**src/include/eqf_regs.vh**
```
// Register map, field layout and reset values of the equalizer filter coefficient block
`ifndef EQF_REGS_VH
`define EQF_REGS_VH

// ------------------------------------------------------------------
// Register offsets
// ------------------------------------------------------------------
`define EQF_OFF_SELECT    12'h410
`define EQF_OFF_CTRL      12'h411
`define EQF_OFF_STATUS    12'h412
`define EQF_OFF_TAP0      12'h418
`define EQF_OFF_TAP1      12'h41a
`define EQF_OFF_TAP2      12'h41c
`define EQF_OFF_TAP3      12'h41e
`define EQF_OFF_TAP4      12'h420
`define EQF_OFF_TAP5      12'h423
`define EQF_OFF_TAP6      12'h425
`define EQF_OFF_TAP7      12'h427
`define EQF_OFF_TAP8      12'h429

// ------------------------------------------------------------------
// Field positions and widths
// ------------------------------------------------------------------
`define EQF_NARROW_MSB    11
`define EQF_CENTER_MSB    17
`define EQF_COEF_W        18
`define EQF_NUM_TAPS      9
`define EQF_CENTER_IDX    4'h4
`define EQF_NO_TAP        4'hf
`define EQF_NARROW_MASK   24'h00ffff
`define EQF_CENTER_MASK   24'hffffff
`define EQF_SEL_MSB       1
`define EQF_CTRL_LINK_BIT 0

// ------------------------------------------------------------------
// Reset values and mode codes
// ------------------------------------------------------------------
`define EQF_COEF_RST      24'h000000
`define EQF_SEL_RST       2'h0
`define EQF_SEL_BYPASS    2'h0
`define EQF_SEL_ENABLE    2'h2
`define EQF_LINK_RST      1'h0

`endif

```
**src/design/eqf_fir.v**
```verilog
// Nine-tap programmable equalizer filter with coefficient registers and output buffer
//
// Notes on behaviour
// - Non-centre coefficients: 12-bit signed, low bits
// - Nine taps; fifth is 18-bit signed centre
// - Centre coefficient drives the fifth tap
// - Sixth-tap coefficient drives the sixth tap
// - Centre register at 0x420, resets to zero
// - Sixth-tap register at 0x423, resets to zero
// - Select 0 bypasses, 2 enables; others reserved
//
// The strobed register port was left to the implementer.
`timescale 1ns/10ps
`include "eqf_regs.vh"

module eqf_fir #(
   parameter DATA_W = 12,
   parameter OUT_W  = 34,
   parameter ADDR_W = 12,
   parameter REG_W  = 24
) (
   input  wire                     core_clk,
   input  wire                     rst,
   input  wire [ADDR_W-1:0]        reg_addr,
   input  wire [REG_W-1:0]         reg_wdata,
   input  wire                     reg_wr,
   input  wire                     reg_rd,
   output reg  [REG_W-1:0]         reg_rdata,
   input  wire [DATA_W-1:0]        in_data,
   input  wire                     in_valid,
   output reg                      in_ready,
   output reg  [OUT_W-1:0]         out_data,
   output reg                      out_valid,
   input  wire                     out_ready,
   output reg                      serial_link_enable,
   output reg                      filter_active
);

   // ------------------------------------------------------------------
   // Local sizes
   // ------------------------------------------------------------------
   localparam PROD_W = DATA_W + `EQF_COEF_W;
   localparam NTAP   = `EQF_NUM_TAPS;

   // ------------------------------------------------------------------
   // Storage
   // ------------------------------------------------------------------
   reg [REG_W-1:0]  coef_r [0:NTAP-1];      // Coefficient registers, tap order
   reg [DATA_W-1:0] hist_r [0:NTAP-2];      // Past samples, newest first
   reg [1:0]        filter_select_r;
   reg [OUT_W-1:0]  slot1_r;                // Second buffer entry
   reg              valid1_r;

   reg [OUT_W-1:0]  slot0_nxt;
   reg [OUT_W-1:0]  slot1_nxt;
   reg              valid0_nxt;
   reg              valid1_nxt;
   reg [OUT_W-1:0]  result;
   reg signed [OUT_W-1:0] acc;
   reg signed [PROD_W-1:0] prod;
   reg [DATA_W-1:0] samp;
   reg [3:0]        wr_idx;
   reg [3:0]        rd_idx;
   reg [REG_W-1:0]  rd_val;

   wire push;
   wire pop;
   integer k_rst;
   integer k_sum;
   integer k_hist;

   // ------------------------------------------------------------------
   // Functions
   // ------------------------------------------------------------------
   // Map a register address to a tap index, or no tap
   function [3:0] tap_index;
      input [ADDR_W-1:0] a;
      begin
         case (a)
            `EQF_OFF_TAP0: tap_index = 4'h0;
            `EQF_OFF_TAP1: tap_index = 4'h1;
            `EQF_OFF_TAP2: tap_index = 4'h2;
            `EQF_OFF_TAP3: tap_index = 4'h3;
            `EQF_OFF_TAP4: tap_index = `EQF_CENTER_IDX;
            `EQF_OFF_TAP5: tap_index = 4'h5;
            `EQF_OFF_TAP6: tap_index = 4'h6;
            `EQF_OFF_TAP7: tap_index = 4'h7;
            `EQF_OFF_TAP8: tap_index = 4'h8;
            default:       tap_index = `EQF_NO_TAP;
         endcase
      end
   endfunction

   // Implemented width of each coefficient register
   function [REG_W-1:0] tap_mask;
      input [3:0] idx;
      begin
         if (idx == `EQF_CENTER_IDX) begin
            tap_mask = `EQF_CENTER_MASK;
         end else begin
            tap_mask = `EQF_NARROW_MASK;
         end
      end
   endfunction

   // Signed coefficient value used by the multiplier
   function [`EQF_COEF_W-1:0] tap_coef;
      input [3:0]       idx;
      input [REG_W-1:0] raw;
      begin
         if (idx == `EQF_CENTER_IDX) begin
            tap_coef = raw[`EQF_CENTER_MSB:0];
         end else begin
            tap_coef = {{(`EQF_COEF_W-`EQF_NARROW_MSB-1){raw[`EQF_NARROW_MSB]}},
                        raw[`EQF_NARROW_MSB:0]};
         end
      end
   endfunction

   // ------------------------------------------------------------------
   // Register write path
   // ------------------------------------------------------------------
   // Address decode for writes
   always @* begin
      wr_idx = tap_index(reg_addr);
   end

   // Coefficient registers clear to zero and store zero in bits outside the tap mask
   always @(posedge core_clk or posedge rst) begin
      if (rst) begin
         for (k_rst = 0; k_rst < NTAP; k_rst = k_rst + 1) begin
            coef_r[k_rst] <= `EQF_COEF_RST;
         end
      end else if (reg_wr && wr_idx != `EQF_NO_TAP) begin
         coef_r[wr_idx] <= reg_wdata & tap_mask(wr_idx);
      end
   end

   // Filter select and link enable control
   always @(posedge core_clk or posedge rst) begin
      if (rst) begin
         filter_select_r    <= `EQF_SEL_RST;
         serial_link_enable <= `EQF_LINK_RST;
      end else if (reg_wr) begin
         if (reg_addr == `EQF_OFF_SELECT) begin
            filter_select_r <= reg_wdata[`EQF_SEL_MSB:0];
         end
         if (reg_addr == `EQF_OFF_CTRL) begin
            serial_link_enable <= reg_wdata[`EQF_CTRL_LINK_BIT];
         end
      end
   end

   // ------------------------------------------------------------------
   // Register read path
   // ------------------------------------------------------------------
   // Read mux; unmapped addresses read zero
   always @* begin
      rd_idx = tap_index(reg_addr);
      rd_val = {REG_W{1'b0}};
      if (rd_idx != `EQF_NO_TAP) begin
         rd_val = coef_r[rd_idx];
      end else begin
         case (reg_addr)
            `EQF_OFF_SELECT: rd_val[`EQF_SEL_MSB:0] = filter_select_r;
            `EQF_OFF_CTRL:   rd_val[`EQF_CTRL_LINK_BIT] = serial_link_enable;
            `EQF_OFF_STATUS: rd_val[2:0] = {valid1_r, out_valid, filter_active};
            default:         rd_val = {REG_W{1'b0}};
         endcase
      end
   end

   // Read data stands only in the cycle after the strobe
   always @(posedge core_clk or posedge rst) begin
      if (rst) begin
         reg_rdata <= {REG_W{1'b0}};
      end else if (reg_rd) begin
         reg_rdata <= rd_val;
      end else begin
         reg_rdata <= {REG_W{1'b0}};
      end
   end

   // ------------------------------------------------------------------
   // Filter datapath
   // ------------------------------------------------------------------
   assign push = in_valid & in_ready;
   assign pop  = out_valid & out_ready;

   // Mode decode; reserved codes behave as bypass
   always @(posedge core_clk or posedge rst) begin
      if (rst) begin
         filter_active <= 1'b0;
      end else begin
         filter_active <= (filter_select_r == `EQF_SEL_ENABLE);
      end
   end

   // Sum of products over the newest nine samples, tap order
   always @* begin
      acc  = {OUT_W{1'b0}};
      prod = {PROD_W{1'b0}};
      samp = in_data;
      for (k_sum = 0; k_sum < NTAP; k_sum = k_sum + 1) begin
         if (k_sum == 0) begin
            samp = in_data;
         end else begin
            samp = hist_r[k_sum-1];
         end
         prod = $signed(samp) * $signed(tap_coef(k_sum[3:0], coef_r[k_sum]));
         acc  = acc + $signed({{(OUT_W-PROD_W){prod[PROD_W-1]}}, prod});
      end
      if (filter_active) begin
         result = acc;
      end else begin
         result = {{(OUT_W-DATA_W){in_data[DATA_W-1]}}, in_data};
      end
   end

   // Sample history advances on each accepted input
   always @(posedge core_clk or posedge rst) begin
      if (rst) begin
         for (k_hist = 0; k_hist < NTAP-1; k_hist = k_hist + 1) begin
            hist_r[k_hist] <= {DATA_W{1'b0}};
         end
      end else if (push) begin
         hist_r[0] <= in_data;
         for (k_hist = 1; k_hist < NTAP-1; k_hist = k_hist + 1) begin
            hist_r[k_hist] <= hist_r[k_hist-1];
         end
      end
   end

   // ------------------------------------------------------------------
   // Two-entry output buffer
   // ------------------------------------------------------------------
   // Next state: pop first, then place a new word in the first free slot
   always @* begin
      slot0_nxt  = out_data;
      slot1_nxt  = slot1_r;
      valid0_nxt = out_valid;
      valid1_nxt = valid1_r;
      if (pop) begin
         slot0_nxt  = slot1_r;
         valid0_nxt = valid1_r;
         valid1_nxt = 1'b0;
      end
      if (push) begin
         if (!valid0_nxt) begin
            slot0_nxt  = result;
            valid0_nxt = 1'b1;
         end else begin
            slot1_nxt  = result;
            valid1_nxt = 1'b1;
         end
      end
   end

   // Buffer registers; ready is low in reset and until the first edge after it, otherwise only while both slots are held
   always @(posedge core_clk or posedge rst) begin
      if (rst) begin
         out_data  <= {OUT_W{1'b0}};
         out_valid <= 1'b0;
         slot1_r   <= {OUT_W{1'b0}};
         valid1_r  <= 1'b0;
         in_ready  <= 1'b0;
      end else begin
         out_data  <= slot0_nxt;
         out_valid <= valid0_nxt;
         slot1_r   <= slot1_nxt;
         valid1_r  <= valid1_nxt;
         in_ready  <= ~valid1_nxt;
      end
   end

endmodule

```
**config.mk**
```make
export PLATFORM = sky130hd
export DESIGN_NAME = eqf_fir
export DESIGN_NICKNAME = d
export VERILOG_FILES = /design/src/design/eqf_fir.v
export VERILOG_INCLUDE_DIRS = /design/src /design/src/include
export SDC_FILE = /design/constraint.sdc
export NUM_CORES = 2
export LEC_CHECK = 0
export BUFFER_PORTS_ARGS = -buffer_cell sky130_fd_sc_hd__buf_4
export CORE_UTILIZATION = 62
export CTS_CLUSTER_SIZE = 40
export DETAILED_ROUTE_END_ITERATION = 16
export PLACE_DENSITY_LB_ADDON = 0.15
export SLEW_MARGIN = 20
export SYNTH_ARGS = -nofsm -noshare
export SYNTH_HDL_FRONTEND = slang
export SYNTH_SLANG_ARGS = --single-unit
```
**constraint.sdc**
```tcl
create_clock -name core_clk -period 29.6 [get_ports core_clk]
set_clock_uncertainty 0.15 [all_clocks]
set_input_delay 5.92 -clock core_clk [delete_from_list [all_inputs] [get_ports core_clk]]
set_output_delay 5.92 -clock core_clk [all_outputs]
set_load 0.01 [all_outputs]
```
**Yosys cells after proc, flatten, opt, wreduce, memory -nomap -nowiden**

Index checks and enable logic that the tools add are counted.

- Register bits after elaboration: 411
- Bits of input ports: 54
- Output and inout bits: 62

- $add $sub $neg: 8
- Multipliers: 9
- Magnitude comparators: 2
- Equality and inequality tests: 15
- Multiplexer cells: 23
- Bitwise logic cells: 5
- Reductions and logical operators: 5

Operators with widths:

| kind | count |
|---|---|
| bitwise mux 216 bit | 1 |
| multiplier 12 x 12 -> 24 bit | 8 |
| 2-to-1 mux 24 bit | 7 |
| == test 12 x 11 -> 1 bit, second input constant | 12 |
| 2-to-1 mux 34 bit | 4 |
| binary-select mux 24 bit (select 4 bit) | 1 |
| demux 24 bit (select 4 bit) | 1 |
| one-hot mux 4 bit (9 select lines) | 1 |
| adder 33 x 24 -> 34 bit | 1 |
| adder 34 x 24 -> 34 bit | 1 |
| adder 32 x 24 -> 33 bit | 1 |
| adder 31 x 24 -> 32 bit | 1 |
| adder 27 x 30 -> 31 bit | 1 |
| multiplier 12 x 18 -> 30 bit | 1 |
| adder 26 x 24 -> 27 bit | 1 |
| adder 25 x 24 -> 26 bit | 1 |
| adder 24 x 24 -> 25 bit | 1 |
| bitwise AND 24 bit | 1 |
| 2-to-1 mux 1 bit | 6 |
| AND reduction 2 bit | 3 |
| >= comparator 5 bit, second input constant | 1 |
| less-than comparator 5 x 1 -> 1 bit, second input constant | 1 |
| inverter 4 -> 5 bit | 1 |
| == test 4 x 3 -> 1 bit, second input constant | 1 |
| 7 further kinds | 9 |

**Logic depth before layout (Yosys ltp)**

- Word-level depth: 12
- Mapped depth: 33
- Gate-level depth less buffers: 32

**Worst setup path before layout**

OpenSTA, ideal clock, no wires.

- Path kind: input to register
- Start point: in in_data[11]
- End point: reg out_data[30]
- Setup time: 104 ps
- Arrival time: 14,180 ps
- Required time: 29,346 ps
- Slack: 15,166 ps
- Stages on the path: 29
- Cells stage by stage: clkbuf_1 -> nand2_1 -> inv_1 -> fa_1 -> fa_1 -> fa_1 -> inv_1 -> fa_1 -> inv_1 -> fa_1 -> inv_1 -> fa_1 -> fa_1 -> inv_1 -> fa_1 -> fa_1 -> fa_1 -> inv_1 -> fa_1 -> inv_1 -> ha_1 -> and2_1 -> a2111oi_0 -> a311o_1 -> nand3_1 -> a21o_1 -> a311oi_1 -> xor2_1 -> a221oi_1

- Longest elaborated chain between the ends: 12

RTL lines:

| item | line | RTL |
|---|---|---|
| start, declared | eqf_fir.v:29 | `input wire [DATA_W-1:0] in_data,` |
| multiplier 12 x 12 -> 24 bit | eqf_fir.v:210 | `prod = $signed(samp) * $signed(tap_coef(k_sum[3:0], coef_r[k_sum]));` |
| adder 24 x 24 -> 25 bit | eqf_fir.v:211 | `acc = acc + $signed({{(OUT_W-PROD_W){prod[PROD_W-1]}}, prod});` |
| adder 25 x 24 -> 26 bit | eqf_fir.v:211 |  |
| adder 26 x 24 -> 27 bit | eqf_fir.v:211 |  |
| adder 27 x 30 -> 31 bit | eqf_fir.v:211 |  |
| adder 31 x 24 -> 32 bit | eqf_fir.v:211 |  |
| adder 32 x 24 -> 33 bit | eqf_fir.v:211 |  |
| adder 33 x 24 -> 34 bit | eqf_fir.v:211 |  |
| adder 34 x 24 -> 34 bit | eqf_fir.v:211 |  |
| 2-to-1 mux 34 bit * | eqf_fir.v:213 | `if (filter_active) begin` |
| 2-to-1 mux 34 bit * | eqf_fir.v:249 | `if (!valid0_nxt) begin` |
| 2-to-1 mux 34 bit * | eqf_fir.v:248 | `if (push) begin` |
| via slot0_nxt[30] | eqf_fir.v:54 | `reg [OUT_W-1:0] slot0_nxt;` |
| end signal, assigned | eqf_fir.v:262 | `out_data <= {OUT_W{1'b0}};` |
| end signal, assigned | eqf_fir.v:268 | `out_data <= slot0_nxt;` |
| end, declared | eqf_fir.v:32 | `output reg [OUT_W-1:0] out_data,` |

Mark *: on every way through the listed nets, which the timed path passes. The rest lies on a longest branch.
A chain may end at the register's enable or synchronous reset.

**Final worst setup path**

- Start point: in in_data[7]
- End point: reg out_data[29]

- Longest elaborated chain between the ends: 12

RTL lines:

| item | line |
|---|---|
| multiplier 12 x 12 -> 24 bit | eqf_fir.v:210 |
| adder 24 x 24 -> 25 bit | eqf_fir.v:211 |
| adder 25 x 24 -> 26 bit | eqf_fir.v:211 |
| adder 26 x 24 -> 27 bit | eqf_fir.v:211 |
| adder 27 x 30 -> 31 bit | eqf_fir.v:211 |
| adder 31 x 24 -> 32 bit | eqf_fir.v:211 |
| adder 32 x 24 -> 33 bit | eqf_fir.v:211 |
| adder 33 x 24 -> 34 bit | eqf_fir.v:211 |
| adder 34 x 24 -> 34 bit | eqf_fir.v:211 |
| 2-to-1 mux 34 bit | eqf_fir.v:213 |
| 2-to-1 mux 34 bit | eqf_fir.v:249 |
| 2-to-1 mux 34 bit | eqf_fir.v:248 |
| via slot0_nxt[29] | eqf_fir.v:54 |

The timed path passes the listed nets, and every way through them passes these cells.

==> out/summary.txt <==
Routed vias = 50.38k
Antenna violations before repair = 16
Grt peak-use layer = met2
Reg2reg setup slack = 18.73 ns
Post-synth EDFFs = 0
Post-Synth Adder-Cell Area = 0.5450
Largest net degree at the start of global routing = 102
Share of layout cells above drive strength 1 = 0.07229
Max Cap Viol = 0
CP max stage delay = 0.74 ns
Synth cell types = 61
GR Util met3 = 0.09905
Routing usage on met2 = 0.6041
Worst skew pair latency = 0.69 ns
Residual DRC = 0
Hold_sp = filter_select_r[0]$_DFFE_PP0P_
XOR/XNOR Fraction of Synth Area = 0.005594
Syn_nets = 9521
CP max FO = 14
Most used cell, CP = fa_1
Hold path depth = 1
Dpl ws = 14.24 ns
Critical Setup Path Class = in -> reg
Main synth FF type = dfrtp_1
GR Util met1 = 0.5218
# hold bufs at CTS = 0
RSZ-0062 raised after global routing = no
Simple-Gate Fraction of Synth Area = 0.1192
Fin cells = 8803
Remaining antenna violation count after routing = 0
Mux contribution to synthesized area = 0.04045
FF-to-FF path depth = 28
Minimum clock period = 14.81 ns
Total CTS buffers = 52
Sink Count = 411
IO Pins = 116
Critical R2R Capture = out_data[30]$_DFF_PP0_
Post-route setup slack = 14.79 ns
Area added between synthesis and finish = 4.983%
Post-detail-place hpwl = 181600 um
Die span in x = 346.5 um
Fraction of registers with async set or reset after synthesis = 1.000
Filler cells = 9471
Final Cycle Share = 0.5003
Congestion Overflow GR = 0
Outcome = completed
Vias per inst = 5.723
Setup Fix Bufs, Post-CTS = 0
Element type at the critical path end = register
Main combinational cell family by area after synthesis = adder cells
Clk pin slew, worst setup/hold paths = 0.06 ns
Achievable Freq = 67.52 MHz
Most common cell in the synthesized netlist = inv_1
Mapped cell area = 73590 sq um
Biggest area consumer among synthesized cells = fa_1
Routed len/inst = 25.20 um
TritonCTS clock tree = yes
H-tree lvl count = 2
Avg Inst Size Synth = 10.03 sq um
Full die area = 120100 sq um
Synth warn = 0
FP Rows = 126
Initial Util = 0.6241
Max-slew headroom = 0.1457
#FFs+latches synth = 411
Root Buffer = clkbuf_16
Clock buffer depth = 3
Final net count = 9402
Post-Route WL = 221800 um
IR drop worst, VDD = 0.0002608 V
Startpoint types = input pin
IO Port Bufs = 115
Leakage = 41.54 nW
Detailed Route Iter0 Violations = 4241
Die Y = 346.5 um
Pwr Density = 106.8 nW/um^2
Core ar. = 117900 sq um
Most common library cells after synthesis = inv_1 (2024), fa_1 (1796), nand2_1 (893)
Post-CTS sizing = 0
Worst Hold Endpoint = filter_active$_DFF_PP0_
Final Hold Viols = 0
GRT Total Usage = 0.3923
Cells after Synth = 7339
Synth Area in Compound Gates = 0.02911
Worst r2r src = coef_r[35]$_DFFE_PP0P_
First-pass GRT wire length = 345700 um
Worst-Margin Slew = 1.268 ns
Vias in the first global route = 55.70k
Required @ worst endpoint = 29.99 ns
Synth top area share = 0.4886
Setup violators final = 0
Slowest cell on crit path = o22ai_1
Total negative slack = 0 ns
Gp weighted congestion = 1.021
Critical Path AT = 15.20 ns
Post-route cell area = 77260 sq um
Dpl cell area = 75480 sq um
Slew Limit Fails = 0
Synth top area cells = fa_1 (49%), dfrtp_1 (14%), inv_1 (10%), ha_1 (5.6%), and2_1 (5.0%)
Register area share after synthesis = 0.1398
Placed cell count = 8701
Iteration count of the initial detailed-routing pass = 8
Hold WC Path Type = reg -> reg
final cells by class:
cell class	instances	area [sq um]	area share
sequential	411	10290	0.1331
clock buffer	69	1445	0.01870
timing repair buffer	163	1244	0.01610
tap	1536	1922	0.02487
multi-input combinational	4566	54450	0.7048
clock inverter	27	284.0	0.003676
inverter	2026	7612	0.09853
antenna	5	12.51	0.0001619
report_power, final:
part	internal [mW]	switching, mW	total [mW]	leakage, nW
combinational	2.48	4.03	6.52	35.3
clock	0.366	0.301	0.667	0.837
sequential	0.671	0.400	1.07	5.38
layer usage:
metal,part of all wire,routed length (um),up-vias
met5,0.00019,43,-
met4,0.062,13750,8
met3,0.10,22630,554
met2,0.46,101500,2398
met1,0.38,83910,26590
li1,-,-,20840
logic make-up after synthesis:
| logic type | count (synthesis) |
|---|---|
| XOR/XNOR | 47 |
| AND/OR/NAND/NOR | 1795 |
| buffers and inverters | 2362 |
| flip-flops | 411 |
| multiplexers | 266 |
| adder cells (fa/ha/maj) | 2128 |
| AO/OA/AOI/OAI | 330 |
worst max-delay path, delay by kind of cell:
family	cells	cell delay [ns]
AO/OA/AOI/OAI	6	2.39
adder cells (fa/ha/maj)	12	5.76
buffers and inverters	8	0.56
XOR/XNOR	1	0.26
AND/OR/NAND/NOR	3	0.30
cells in the final DEF (no fill, tap or decap), types with 29 or more instances in the layout:
cell type,count
and3_1,34
nor2_1,81
a21oi_1,78
o21ai_0,67
nand2b_1,54
ha_1,332
and2_1,594
a211oi_1,32
clkbuf_16,52
nand3_1,31
mux2_2,251
inv_1,2023
buf_4,162
dfrtp_1,410
nor2b_1,63
nand2_1,892
fa_1,1796
xnor2_1,29
state kept, by name, indices dropped and copies added (netlist names), 2 cells and up:
register,flops
slot1_r,34
tap_coef.raw,24
reg_rdata,24
out_data,34
hist_r,84
filter_select_r,2
samp,12
coef_r,192
metrics by stage:
stage	utilization	hold WS, ns	power [mW]
floorplan	-	0.2650	5.080
global placement	0.6401	0.2788	7.474
detailed placement	0.6401	0.2880	7.447
CTS	0.6548	0.3028	8.207
global route	0.6551	0.3269	8.947
finish	0.6552	0.2972	8.255
how the worst max path moves through the flow:
stage | end | startpoint | slack (ns) | cells past startpoint
global placement | out_data[30]$_DFF_PP0_ | in_data[11] | 14.39 | 29
CTS | out_data[30]$_DFF_PP0_ | in_data[11] | 14.92 | 29
finish | out_data[29]$_DFF_PP0_ | in_data[7] | 14.79 | 30
global route | out_data[30]$_DFF_PP0_ | in_data[11] | 14.51 | 29
detailed placement | out_data[30]$_DFF_PP0_ | in_data[11] | 14.24 | 29
floorplan | coef_r[100]$_DFFE_PP0P_ | rst | 12.09 | 1
Note: power is estimated with default switching activity, not from simulation.
